$ cat src/common/pmisf_pkg.sv
// Purpose: constants and types shared by the sub-level interrupt flag logic
// Assumes: 20 MHz system clock, 8-bit register port
// Notes:   offsets and bit positions of the system and charger flag groups
package pmisf_pkg;

    // ----------------------------------------------------------------
    // register offsets
    // ----------------------------------------------------------------
    localparam logic [7:0] ADDR_TOP_PENDING  = 8'h01;
    localparam logic [7:0] ADDR_SYS_FLAGS    = 8'h02;
    localparam logic [7:0] ADDR_SYS_MASK     = 8'h03;
    localparam logic [7:0] ADDR_CHARGER_FLAGS = 8'h04;

    // ----------------------------------------------------------------
    // reset values and implemented bits
    // ----------------------------------------------------------------
    localparam logic [7:0] RST_FLAGS         = 8'h00;
    localparam logic [7:0] RST_SYS_MASK      = 8'h3F;
    localparam logic [7:0] RST_RDATA         = 8'h00;
    localparam logic [7:0] SYS_FLAG_BITS     = 8'h3F;
    localparam logic [7:0] CHARGER_FLAG_BITS = 8'h7F;

    // ----------------------------------------------------------------
    // field positions
    // ----------------------------------------------------------------
    localparam int SYS_BIT_ON_KEY_PUSH      = 5;
    localparam int SYS_BIT_DIE_HEAT_WARN    = 4;
    localparam int SYS_BIT_OVERHEAT_SHUTDOWN = 3;
    localparam int SYS_BIT_SUPPLY_LOW_WARN  = 2;
    localparam int SYS_BIT_WATCHDOG_EXPIRY  = 1;
    localparam int SYS_BIT_INPUT_POWER      = 0;
    localparam int CHG_BIT_DEAD_BATTERY     = 6;
    localparam int CHG_BIT_CURRENT_LIMIT    = 5;
    localparam int CHG_BIT_FAST_TIMEOUT     = 4;
    localparam int CHG_BIT_PRECHARGE_TIMEOUT = 3;
    localparam int CHG_BIT_BATTERY_PRESENT  = 2;
    localparam int CHG_BIT_BATTERY_VOLTAGE  = 1;
    localparam int CHG_BIT_CHARGER_GOOD     = 0;
    localparam int TOP_BIT_SYSTEM           = 3;
    localparam int TOP_BIT_CHARGER          = 2;
    localparam int TOP_BIT_BUCK             = 1;
    localparam int TOP_BIT_LDO              = 0;

    // ----------------------------------------------------------------
    // synchronised pin inputs
    // ----------------------------------------------------------------
    localparam int             N_SYNC           = 9;
    localparam int             IDX_ON_KEY_N     = 0;
    localparam int             IDX_HEAT_WARN    = 1;
    localparam int             IDX_OVERHEAT     = 2;
    localparam int             IDX_SUPPLY_LOW   = 3;
    localparam int             IDX_INPUT_POWER  = 4;
    localparam int             IDX_CURRENT_LIM  = 5;
    localparam int             IDX_BATT_PRESENT = 6;
    localparam int             IDX_BATT_VOLTAGE = 7;
    localparam int             IDX_CHARGER_GOOD = 8;
    localparam logic [8:0]     SYNC_RST         = 9'h001;

    // ----------------------------------------------------------------
    // timing
    // ----------------------------------------------------------------
    localparam int             CLK_HZ           = 20_000_000;
    localparam int             ON_PUSH_TIME_MS  = 5;
    localparam int             ON_PUSH_CYCLES   = (ON_PUSH_TIME_MS * CLK_HZ) / 1000;
    localparam int             LP_CNT_W         = 17;
    localparam logic [2:0]     ARM_CYCLES       = 3'h4;

    typedef enum logic [2:0] {
        LP_IDLE   = 3'b001,
        LP_TIMING = 3'b010,
        LP_HELD   = 3'b100
    } pmisf_lp_state_t;

endpackage

$ cat src/core/pmisf_flags.sv
// Purpose: system and charger sub-level interrupt flags, system mask,
//          group pending bits and the open-drain interrupt pin
// Assumes: register port strobes on the system clock; analog levels async
// Notes:   flags clear on write of one; a set in the same cycle wins
`timescale 1ns/1ps
module pmisf_flags #(
    parameter int P_ON_PUSH_CYCLES = pmisf_pkg::ON_PUSH_CYCLES
) (
    input  wire logic       i_clk,
    input  wire logic       i_rstn,
    input  wire logic [7:0] i_reg_addr,
    input  wire logic       i_reg_wr,
    input  wire logic       i_reg_rd,
    input  wire logic [7:0] i_reg_wdata,
    output logic      [7:0] o_reg_rdata,
    input  wire logic       i_on_key_n,
    input  wire logic       i_heat_warn_cmp,
    input  wire logic       i_overheat_cmp,
    input  wire logic       i_supply_low_cmp,
    input  wire logic       i_input_power_good,
    input  wire logic       i_input_current_limit,
    input  wire logic       i_battery_present_status,
    input  wire logic       i_battery_voltage_good,
    input  wire logic       i_charger_good,
    input  wire logic       i_watchdog_expiry,
    input  wire logic       i_dead_battery_timeout,
    input  wire logic       i_fast_charge_timeout,
    input  wire logic       i_precharge_timeout,
    input  wire logic [7:0] i_charger_event_mask,
    input  wire logic       i_buck_group_pending,
    input  wire logic       i_ldo_group_pending,
    input  wire logic [1:0] i_heat_warn_threshold,
    input  wire logic [2:0] i_heat_shutdown_threshold,
    input  wire logic [1:0] i_supply_low_threshold,
    output logic      [1:0] o_heat_warn_threshold,
    output logic      [2:0] o_heat_shutdown_threshold,
    output logic      [1:0] o_supply_low_threshold,
    output logic            o_system_group_pending,
    output logic            o_charger_group_pending,
    input  wire logic       i_irq_out_n,
    output logic            o_irq_out_n,
    output logic            o_irq_out_n_oe_n
);
    import pmisf_pkg::*;

    // ----------------------------------------------------------------
    // helpers
    // ----------------------------------------------------------------
    // set has priority over a clear arriving in the same cycle
    function automatic logic [7:0] f_w1c(input logic [7:0] flags,
                                         input logic [7:0] set,
                                         input logic [7:0] clr);
        f_w1c = (flags & ~clr) | set;
    endfunction

    function automatic logic f_hit(input logic [7:0] addr, input logic [7:0] reg_addr);
        f_hit = (addr == reg_addr);
    endfunction

    // ----------------------------------------------------------------
    // pin synchronisers and glitch filter
    // ----------------------------------------------------------------
    logic [N_SYNC-1:0] raw;
    logic [N_SYNC-1:0] filt_q;
    logic [N_SYNC-1:0] filt_d;

    assign raw = {i_charger_good, i_battery_voltage_good, i_battery_present_status,
                  i_input_current_limit, i_input_power_good, i_supply_low_cmp,
                  i_overheat_cmp, i_heat_warn_cmp, i_on_key_n};

    genvar g;
    generate
        for (g = 0; g < N_SYNC; g++) begin : g_sync
            logic [2:0] sh_q;
            logic [2:0] sh_d;
            // a change counts only once the second and third stages agree
            always_comb begin
                sh_d      = {sh_q[1:0], raw[g]};
                filt_d[g] = (sh_q[1] == sh_q[2]) ? sh_q[2] : filt_q[g];
            end
            always_ff @(posedge i_clk or negedge i_rstn) begin
                if (!i_rstn) begin
                    sh_q      <= {3{SYNC_RST[g]}};
                    filt_q[g] <= SYNC_RST[g];
                end else begin
                    sh_q      <= sh_d;
                    filt_q[g] <= filt_d[g];
                end
            end
        end
    endgenerate

    // ----------------------------------------------------------------
    // arming after reset
    // ----------------------------------------------------------------
    // filtered levels start from a guess; no level or key events until the real levels settle
    logic [2:0] arm_cnt_q;
    logic [2:0] arm_cnt_d;
    logic       armed;

    always_comb begin
        arm_cnt_d = (arm_cnt_q == ARM_CYCLES) ? arm_cnt_q : arm_cnt_q + 3'h1;
    end

    always_ff @(posedge i_clk or negedge i_rstn) begin
        if (!i_rstn) begin
            arm_cnt_q <= 3'h0;
        end else begin
            arm_cnt_q <= arm_cnt_d;
        end
    end

    assign armed = (arm_cnt_q == ARM_CYCLES);

    // ----------------------------------------------------------------
    // event detection
    // ----------------------------------------------------------------
    logic [N_SYNC-1:0] rise;
    logic [N_SYNC-1:0] toggle;
    logic              press_event;

    assign rise   = {N_SYNC{armed}} & filt_d & ~filt_q;
    assign toggle = {N_SYNC{armed}} & (filt_d ^ filt_q);

    pmisf_long_press #(
        .P_CYCLES      (P_ON_PUSH_CYCLES)
    ) u_long_press (
        .i_clk         (i_clk),
        .i_rstn        (i_rstn),
        .i_key_low     (armed & ~filt_q[IDX_ON_KEY_N]),
        .o_press_event (press_event)
    );

    // ----------------------------------------------------------------
    // flag, mask and pending registers
    // ----------------------------------------------------------------
    logic [7:0] sys_flags_q;
    logic [7:0] sys_flags_d;
    logic [7:0] sys_mask_q;
    logic [7:0] sys_mask_d;
    logic [7:0] charger_flags_q;
    logic [7:0] charger_flags_d;
    logic [7:0] sys_set;
    logic [7:0] charger_set;
    logic [7:0] sys_clr;
    logic [7:0] charger_clr;
    logic       sys_pending_d;
    logic       charger_pending_d;
    logic       irq_oe_n_d;

    always_comb begin
        sys_set                            = 8'h00;
        sys_set[SYS_BIT_ON_KEY_PUSH]       = press_event;
        sys_set[SYS_BIT_DIE_HEAT_WARN]     = rise[IDX_HEAT_WARN];
        sys_set[SYS_BIT_OVERHEAT_SHUTDOWN] = rise[IDX_OVERHEAT];
        sys_set[SYS_BIT_SUPPLY_LOW_WARN]   = rise[IDX_SUPPLY_LOW];
        sys_set[SYS_BIT_WATCHDOG_EXPIRY]   = i_watchdog_expiry;
        sys_set[SYS_BIT_INPUT_POWER]       = toggle[IDX_INPUT_POWER];

        charger_set                            = 8'h00;
        charger_set[CHG_BIT_DEAD_BATTERY]      = i_dead_battery_timeout;
        charger_set[CHG_BIT_CURRENT_LIMIT]     = rise[IDX_CURRENT_LIM];
        charger_set[CHG_BIT_FAST_TIMEOUT]      = i_fast_charge_timeout;
        charger_set[CHG_BIT_PRECHARGE_TIMEOUT] = i_precharge_timeout;
        charger_set[CHG_BIT_BATTERY_PRESENT]   = toggle[IDX_BATT_PRESENT];
        charger_set[CHG_BIT_BATTERY_VOLTAGE]   = toggle[IDX_BATT_VOLTAGE];
        charger_set[CHG_BIT_CHARGER_GOOD]      = toggle[IDX_CHARGER_GOOD];

        // write one clears, write zero keeps
        sys_clr     = (i_reg_wr && f_hit(i_reg_addr, ADDR_SYS_FLAGS)) ? i_reg_wdata : 8'h00;
        charger_clr = (i_reg_wr && f_hit(i_reg_addr, ADDR_CHARGER_FLAGS)) ?
                      i_reg_wdata : 8'h00;

        // latched flags ignore repeats
        sys_flags_d     = f_w1c(sys_flags_q, sys_set, sys_clr) & SYS_FLAG_BITS;
        charger_flags_d = f_w1c(charger_flags_q, charger_set, charger_clr) & CHARGER_FLAG_BITS;

        sys_mask_d = (i_reg_wr && f_hit(i_reg_addr, ADDR_SYS_MASK)) ?
                     i_reg_wdata : sys_mask_q;

        // group bits follow the unmasked flags
        sys_pending_d     = |(sys_flags_d & ~sys_mask_d & SYS_FLAG_BITS);
        charger_pending_d = |(charger_flags_d & ~i_charger_event_mask & CHARGER_FLAG_BITS);

        // pin pulled low from the first unmasked event until all clear
        irq_oe_n_d = ~(sys_pending_d | charger_pending_d |
                       i_buck_group_pending | i_ldo_group_pending);
    end

    always_ff @(posedge i_clk or negedge i_rstn) begin
        if (!i_rstn) begin
            sys_flags_q             <= RST_FLAGS;
            charger_flags_q         <= RST_FLAGS;
            sys_mask_q              <= RST_SYS_MASK;
            o_system_group_pending  <= 1'b0;
            o_charger_group_pending <= 1'b0;
            o_irq_out_n_oe_n        <= 1'b1;
            o_irq_out_n             <= 1'b0;
        end else begin
            sys_flags_q             <= sys_flags_d;
            charger_flags_q         <= charger_flags_d;
            sys_mask_q              <= sys_mask_d;
            o_system_group_pending  <= sys_pending_d;
            o_charger_group_pending <= charger_pending_d;
            o_irq_out_n_oe_n        <= irq_oe_n_d;
            o_irq_out_n             <= 1'b0;
        end
    end

    // ----------------------------------------------------------------
    // read port and threshold selects
    // ----------------------------------------------------------------
    logic [7:0] rdata_d;
    logic [7:0] top_value;

    always_comb begin
        top_value                  = 8'h00;
        top_value[TOP_BIT_SYSTEM]  = o_system_group_pending;
        top_value[TOP_BIT_CHARGER] = o_charger_group_pending;
        top_value[TOP_BIT_BUCK]    = i_buck_group_pending;
        top_value[TOP_BIT_LDO]     = i_ldo_group_pending;
        rdata_d = o_reg_rdata;
        if (i_reg_rd) begin
            case (i_reg_addr)
                ADDR_TOP_PENDING:   rdata_d = top_value;
                ADDR_SYS_FLAGS:     rdata_d = sys_flags_q;
                ADDR_SYS_MASK:      rdata_d = sys_mask_q;
                ADDR_CHARGER_FLAGS: rdata_d = charger_flags_q;
                default:            rdata_d = 8'h00;
            endcase
        end
    end

    // thresholds are retimed only; the comparators live in the analog part
    always_ff @(posedge i_clk or negedge i_rstn) begin
        if (!i_rstn) begin
            o_reg_rdata               <= RST_RDATA;
            o_heat_warn_threshold     <= 2'h0;
            o_heat_shutdown_threshold <= 3'h0;
            o_supply_low_threshold    <= 2'h0;
        end else begin
            o_reg_rdata               <= rdata_d;
            o_heat_warn_threshold     <= i_heat_warn_threshold;
            o_heat_shutdown_threshold <= i_heat_shutdown_threshold;
            o_supply_low_threshold    <= i_supply_low_threshold;
        end
    end

endmodule

$ cat src/core/pmisf_long_press.sv
// Purpose: detects the on-key held low longer than the push time
// Assumes: key level already synchronised and filtered
// Notes:   one event per press; a new falling edge is needed to fire again
`timescale 1ns/1ps
module pmisf_long_press #(
    parameter int P_CYCLES = pmisf_pkg::ON_PUSH_CYCLES
) (
    input  wire logic i_clk,
    input  wire logic i_rstn,
    input  wire logic i_key_low,
    output logic      o_press_event
);
    import pmisf_pkg::*;

    localparam logic [LP_CNT_W-1:0] LIMIT = P_CYCLES[LP_CNT_W-1:0];

    pmisf_lp_state_t       state_q;
    pmisf_lp_state_t       state_d;
    logic [LP_CNT_W-1:0]   cnt_q;
    logic [LP_CNT_W-1:0]   cnt_d;
    logic                  event_d;

    always_comb begin
        state_d = state_q;
        cnt_d   = cnt_q;
        event_d = 1'b0;
        case (state_q)
            LP_IDLE: begin
                cnt_d = '0;
                if (i_key_low) begin
                    state_d = LP_TIMING;
                end
            end
            LP_TIMING: begin
                if (!i_key_low) begin
                    state_d = LP_IDLE;
                end else if (cnt_q == LIMIT) begin
                    // strictly longer than the push time
                    event_d = 1'b1;
                    state_d = LP_HELD;
                end else begin
                    cnt_d = cnt_q + 1'b1;
                end
            end
            LP_HELD: begin
                if (!i_key_low) begin
                    state_d = LP_IDLE;
                end
            end
            default: begin
                state_d = LP_HELD;
            end
        endcase
    end

    // starts in held, but i_key_low stays low until armed, so held falls to idle and a key low at reset is timed as a press once armed
    always_ff @(posedge i_clk or negedge i_rstn) begin
        if (!i_rstn) begin
            state_q       <= LP_HELD;
            cnt_q         <= '0;
            o_press_event <= 1'b0;
        end else begin
            state_q       <= state_d;
            cnt_q         <= cnt_d;
            o_press_event <= event_d;
        end
    end

endmodule

$ cat config.mk
export PLATFORM = sky130hd
export DESIGN_NAME = pmisf_flags
export DESIGN_NICKNAME = d
export VERILOG_FILES = /design/src/common/pmisf_pkg.sv /design/src/core/pmisf_flags.sv /design/src/core/pmisf_long_press.sv
export SDC_FILE = /design/constraint.sdc
export NUM_CORES = 1
export LEC_CHECK = 0
export ABC_CLOCK_PERIOD_IN_PS = 3100
export BUFFER_PORTS_ARGS = -buffer_cell sky130_fd_sc_hd__buf_4
export CAP_MARGIN = 15
export CORE_ASPECT_RATIO = 0.6
export CORE_MARGIN = 4
export CORE_UTILIZATION = 36
export CTS_BUF_LIST = sky130_fd_sc_hd__clkbuf_8 sky130_fd_sc_hd__clkbuf_16
export CTS_CLUSTER_SIZE = 25
export DETAILED_ROUTE_END_ITERATION = 12
export GPL_TIMING_DRIVEN = 0
export PLACE_DENSITY = 0.61
export SYNTH_ARGS = -nofsm -noshare
export SYNTH_HDL_FRONTEND = slang
export SYNTH_HIERARCHICAL = 1
export SYNTH_SLANG_ARGS = --single-unit
$ cat constraint.sdc
create_clock -name i_clk -period 3.1 [get_ports i_clk]
set_input_delay 0 -clock i_clk [delete_from_list [all_inputs] [get_ports i_clk]]
set_output_delay 0 -clock i_clk [all_outputs]
set_load 0.05 [all_outputs]
# Word level (Yosys, flattened, before mapping)
# Index checks and enable logic that the tools add are counted.
classes:
  mux: 24
  div: 0
  reduce_logical: 8
  bitwise_logic: 21
  n_eq_ne: 23
  magnitude_cmp: 0
  addsub: 2
  shifts: 0
  multipliers: 0
op_table:
  columns: ["op", "count"]
  rows:
  - ["17-bit two-way mux", 2]
  - ["17-bit case mux with 2 select lines", 1]
  - ["8-bit case mux with 4 select lines", 1]
  - ["6-bit AND", 4]
  - ["6-bit NOT", 3]
  - ["17-bit by 1-bit adder with 17-bit output, second input constant", 1]
  - ["17-bit == test, second input constant", 1]
  - ["8-bit by 2-bit == test with 1-bit output, second input constant", 2]
  - ["7-bit AND", 2]
  - ["7-bit NOT", 2]
  - ["1-bit two-way mux", 12]
  - ["3-bit two-way mux", 4]
  - ["9-bit AND", 1]
  - ["1-bit == test", 9]
  - ["3-bit case mux with 3 select lines", 1]
  - ["9-bit bitwise XOR", 1]
  - ["8-bit by 1-bit == test with 1-bit output, second input constant", 1]
  - ["8-bit by 3-bit == test with 1-bit output, second input constant", 1]
  - ["8-bit two-way mux", 1]
  - ["7-bit two-way mux", 1]
  - ["7-bit bitwise OR", 1]
  - ["7-bit OR reduction", 1]
  - ["3-bit == test, second input constant", 2]
  - ["6-bit two-way mux", 1]
  - ["14 further kinds", 22]
totals:
  in_bits: 51
  reg_bits: 99
  latch_bits: 0
  word_cells: 110
  out_inout_bits: 19
  memories: 0
  romBits: 0
  ramBits: 0

# Logic depth before layout (Yosys ltp)
depth:
  word_depth: 12
  mapped_depth: 10
  ltp_nobuf: 8

# Modules after synthesis
# The synthesis kept the hierarchy.
modules_own_cells:
  columns: ["module", "cells_per_inst", "area_per_inst_um2", "seq_area_each_um2", "instances"]
  rows:
  - ["pmisf_flags", 249, 3104.2, 1965.6, 1]
  - ["pmisf_long_press", 119, 1163.6, 526.8, 1]

# Worst setup path after synthesis
# No wires, ideal clock.
synth_path:
  path_kind: "register to register"
  startpoint: "reg arm_cnt_q[0]"
  endpoint: "reg u_long_press.cnt_q[15]"
  t_arrival_ns: 2.050
  stages_incl_launch_ff: 11
  setup_ns: 0.120
  synth_period_minus_slack_ns: 2.170
  required_ns: 2.980
  path_buffers: 2
  slack_ns: 0.930
  cell_sequence: "dfrtp_1 > inv_1 > ha_1 > nand2_1 > buf_4 > nor2_1 > nand4bb_1 > buf_6 > nor4_4 > a31oi_1 > a41o_1"
synth_via:
  elab_chain_len: 4
synth_lines:
  columns: ["element", "line", "text"]
  rows:
  - ["from (decl)", "pmisf_flags.sv:97", "logic [2:0] arm_cnt_q;"]
  - ["from (signal assigned)", "pmisf_flags.sv:109", "arm_cnt_q <= arm_cnt_d;"]
  - ["3-bit == test", "pmisf_flags.sv:113", "assign armed = (arm_cnt_q == ARM_CYCLES);"]
  - ["1-bit AND", "pmisf_flags.sv:130", ".i_key_low (armed & ~filt_q[IDX_ON_KEY_N]),"]
  - ["2-bit by 1-bit != test with 1-bit output (no source line)", null, null]
  - ["3-bit AND reduction (no source line)", null, null]
  - ["to (signal assigned)", "pmisf_long_press.sv:64", "cnt_q <= cnt_d;"]
  - ["to (decl)", "pmisf_long_press.sv:19", "logic [LP_CNT_W-1:0] cnt_q;"]
# No other way between the ends.
# A chain may end at the register's enable or synchronous reset.

# Worst setup path after layout
# Ends and elaborated chain as after synthesis.

==> summary by stage <==
Status
The flow ran to the end, and the final reports show no timing, DRC or antenna violations.

Layout
The net count of the finished layout is 530. The area growth from synthesis to layout is 30.87%. 0 antenna diodes ended up in the layout.

The cell area after layout is between 0.005 and 0.006 mm2. The fraction of layout cells with a size suffix above 1 is 0.2526. The end-of-flow core utilization is 0.4879.

Critical path
The worst setup path is launched from a flop. The startpoint identified for the worst register-to-register timing path is arm_cnt_q[0]. The signal on the critical path passes through inv_1 > ha_1 > nand2_1 > buf_4 > nor2_1 > nand4bb_1 > buf_6 > nor4_4 > a31oi_1 > a41o_1. The cell with the biggest individual delay on the critical path is sky130_fd_sc_hd__nor4_4. The critical path contains buffers and inverters numbering 3 combined. The nature of the critical path endpoint is a flop. The peak fanout along the critical path is 10. By startpoint and endpoint, the worst setup path is classified as reg -> reg. The most critical setup path has its startpoint at arm_cnt_q[0]. The cell family contributing the most delay on the critical path is simple AND/OR/NAND/NOR gates.

The required time of the critical path is roughly 3.3 ns. The largest single stage delay on the critical path is between 0.4 and 0.5 ns. Data arrives at the worst endpoint at between 2 and 3 ns.

Logic synthesis
In the post-synthesis netlist, the cell with the most instances is sky130_fd_sc_hd__dfrtp_1. The biggest area consumer among synthesized cells is sky130_fd_sc_hd__dfrtp_1. The sequential share of the synthesized area is 0.5840. The synthesized instance count is ~370. Yosys mapped a number of flops with a built-in enable equal to 0. The synthesized netlist net count is ~420. The synthesized flop and latch total is 99. The count of cell types in the netlist is 67. The post-synthesis area per instance is around 12 um2.

The summed instance area of the synthesized netlist is approximately 0.0043 mm2. In the synthesized netlist the async set-or-reset flop fraction comes to 1.000. In the synthesized netlist the dominant register cell turns out to be sky130_fd_sc_hd__dfrtp_1. By count the netlist is led by sky130_fd_sc_hd__dfrtp_1 (87), sky130_fd_sc_hd__nand2_1 (33), sky130_fd_sc_hd__nor2_1 (30). The total of warnings raised by yosys is 6. Ranked by total cell area, the synthesized netlist is headed by sky130_fd_sc_hd__dfrtp_1 (51%), sky130_fd_sc_hd__dfstp_2 (7.4%), sky130_fd_sc_hd__nand2_1 (2.9%).

The share of the synthesized area in the top cell type is 0.5101.

Power
The share of total power dissipated in combinational logic is 0.114. Summed over all cells, the static leakage comes to roughly 0.0025 uW. Across the VDD grid, the largest voltage drop is a little under 0.0003 V.

Of the total power, the share spent switching nets is 0.2332. Power comes to a little under 3000 uW. The sequential cell fraction of total power is 0.493.

Dividing total power by cell area gives a power density of roughly 520 mW/mm2. In this run the power spent charging and discharging nets is 672.1 uW. The fraction of power consumed by the clock network is 0.393. The internal power of the cells is 2210 uW.

Clock network
Buffers inserted during clock tree synthesis total 9. The clock tree from TritonCTS is done. Counting along the longest clock path gives a buffer depth of 2. In this run the post-CTS setup repair buffer count came out at 0. The number of clock sinks is about 100.

Clock latency on the worst-skew pair, taken at its later pin, is approximately 0.34 ns. Gates resized during post-CTS repair numbered 0. The clock slew seen by the registers of the worst setup and hold paths is about 0.06 ns. The count of H-tree levels built during CTS is 3.

The clock root buffer master is sky130_fd_sc_hd__clkbuf_16.

STA
The post-route fraction of the period consumed by the critical path is 0.8254. Adding up every negative setup slack in the final design gives 0 ns. Setup repair after global routing left no endpoint under its margin.

The final number of max-transition violations is 0. The shortest period the worst path allows is 2.559 ns. In this run the tightest slew margin relative to its limit is 0.5614. The number of failing hold endpoints at the final stage is 0.

The maximum clock skew at final layout is around 0.0067 ns. The final-report setup violation count is 0. The worst-margin pin slew is about 0.66 ns. Based on the critical path, the design can be clocked at up to roughly 400 MHz.

Hold path
In this run the worst hold path is classified as in -> reg. In this run the most critical hold path is launched from i_reg_addr[0].

Global route
The global router's overall resource usage is 0.1501. The pin count of the biggest net entering global routing is 73. After global routing the overflow that remains totals 0. The initial antenna violation count came to 0. The number of global-route vias before repair is approximately 3200. The first-pass GRT wire length is 16240 um.

Job
The max-cap check violation count is 0.

Routing
The final route contains 3145 vias. In the final routed layout, each cell accounts on average for about 15 um. The number of detailed-routing iterations run before antenna repair is 4. The number of nets with antenna violations after routing is 0. The wire length reported by the detailed router is between 9000 and 10000 um. The DRC marker count from the first detailed-route iteration is 185. The number of vias per cell after detailed routing is about 5. In the routed design, unresolved DRC markers number 0.

Placement
The congestion estimate from routability-driven global placement came to 0.8329. The cell area reported after detailed placement is 0.004984 mm2. The count of buffers from port buffering is 65.

Once detailed placement completed, the half-perimeter wirelength came to between 6000 and 7000 um.

Floorplanning
The effective utilization at floorplan is 0.3728. In this run the vertical extent of the chip is just over 90 um. The x dimension of the die is about 150 um. The count of boundary I/O pins is 70. The die covers roughly 0.014 mm2. The floorplan has 30 rows. The standard cell core area is 0.01145 mm2.
-- registers in the layout (all words and copies together), names as in the netlist, 3 cells and up, named ones only --
register / cells
sys_mask_q: 8
o_reg_rdata: 8
charger_flags_q: 7
u_long_press/state_q: 3
sys_flags_q: 6
arm_cnt_q: 3
filt_q: 8
o_heat_shutdown_threshold: 3
g_sync.sh_q: 27
u_long_press/cnt_q: 17
-- kinds of logic (layout without fill, tap and decap cells) --
kind of cell,after synthesis,count (layout),synth area share
buffers and inverters,35,146,0.03577
other,1,1,0.0008787
muxes,14,14,0.03489
DFF,99,99,0.5840
adders and majority gates,7,7,0.01876
xor gates and xnor gates,6,6,0.01231
and+or+nand+nor,135,135,0.1926
AOI/OAI and AO/OA,71,71,0.1208
-- final timing paths --
check | end | slack, ns | cells past startpoint
max | u_long_press/cnt_q[15] | 0.54 | 10
min | sys_flags_q[4] | 0.06 | 4
max reg2reg | u_long_press/cnt_q[15] | 0.54 | 10
min reg2reg | g_sync[6].sh_q[1] | 0.35 | 0
max in group asynchronous | g_sync[0].sh_q[0] | 2.26 | 3
min in group asynchronous | o_reg_rdata[5] | 0.13 | 2
-- per-stage QoR --
stage	instances	setup slack, ns	hold WS, ns
floorplan	368	0.9299	-0.2956
global placement	593	0.6109	0.1095
detailed placement	594	0.5773	-0.04352
CTS	639	0.5610	0.04157
global route	639	0.2984	0.06692
finish	639	0.5411	0.05697
-- per-layer routing --
| layer | track usage | vias to the layer above | share of wire |
|---|---|---|---|
| met1 | 0.2226 | 1512 | 0.51 |
| met2 | 0.2116 | 99 | 0.41 |
| met3 | 0.04156 | 9 | 0.072 |
| met4 | 0.04766 | 0 | 0.011 |
| met5 | 0 | - | 0 |
| li1 | - | 1525 | - |
-- cells in the final DEF, fill, tap and decap left out, drive strengths merged, types with 10 or more instances in the layout --
master       Yosys  final
mux2i           10     10
clkbuf           5     14
dlygate4sd3      0     30
nor2            30     30
dfstp           12     12
nand2           33     33
nand4           13     13
inv             24     27
dfrtp           87     87
a21oi           16     16
buf              6     72
o21ai           10     10
-- power groups by stage --
| stage | clock network, uW | logic (uW) | registers, uW |
|---|---|---|---|
| floorplan | 0 | 150 | 1440 |
| global placement | 0 | 293 | 1440 |
| detailed placement | 0 | 301 | 1440 |
| CTS | 1180 | 332 | 1420 |
| global route | 1240 | 365 | 1430 |
| finish | 1130 | 328 | 1420 |
-- timing repair --
action,in CTS,in global routing
setup endpoints to repair,0,0
hold endpoints to repair,59,0
hold buffers,30,0
-- layout make-up --
cell class	instances	area, um2
Buffer	11	62.56
Sequential cell	99	2492
Fill cell	1043	5863
Clock inverter	6	76.32
Inverter	24	90.09
Timing Repair Buffer	96	815.8
Multi-Input combinational cell	234	1623
Clock buffer	9	225.2
Tap cell	160	200.2
-- tightest hold or removal path, delay by kind of cell --
kind	cells	cell delay [ns]
AND/OR/NAND/NOR	2	0.13
AO/OA/AOI/OAI	1	0.12
buffers and inverters	1	0.10
(Power assumes the default switching activity.)
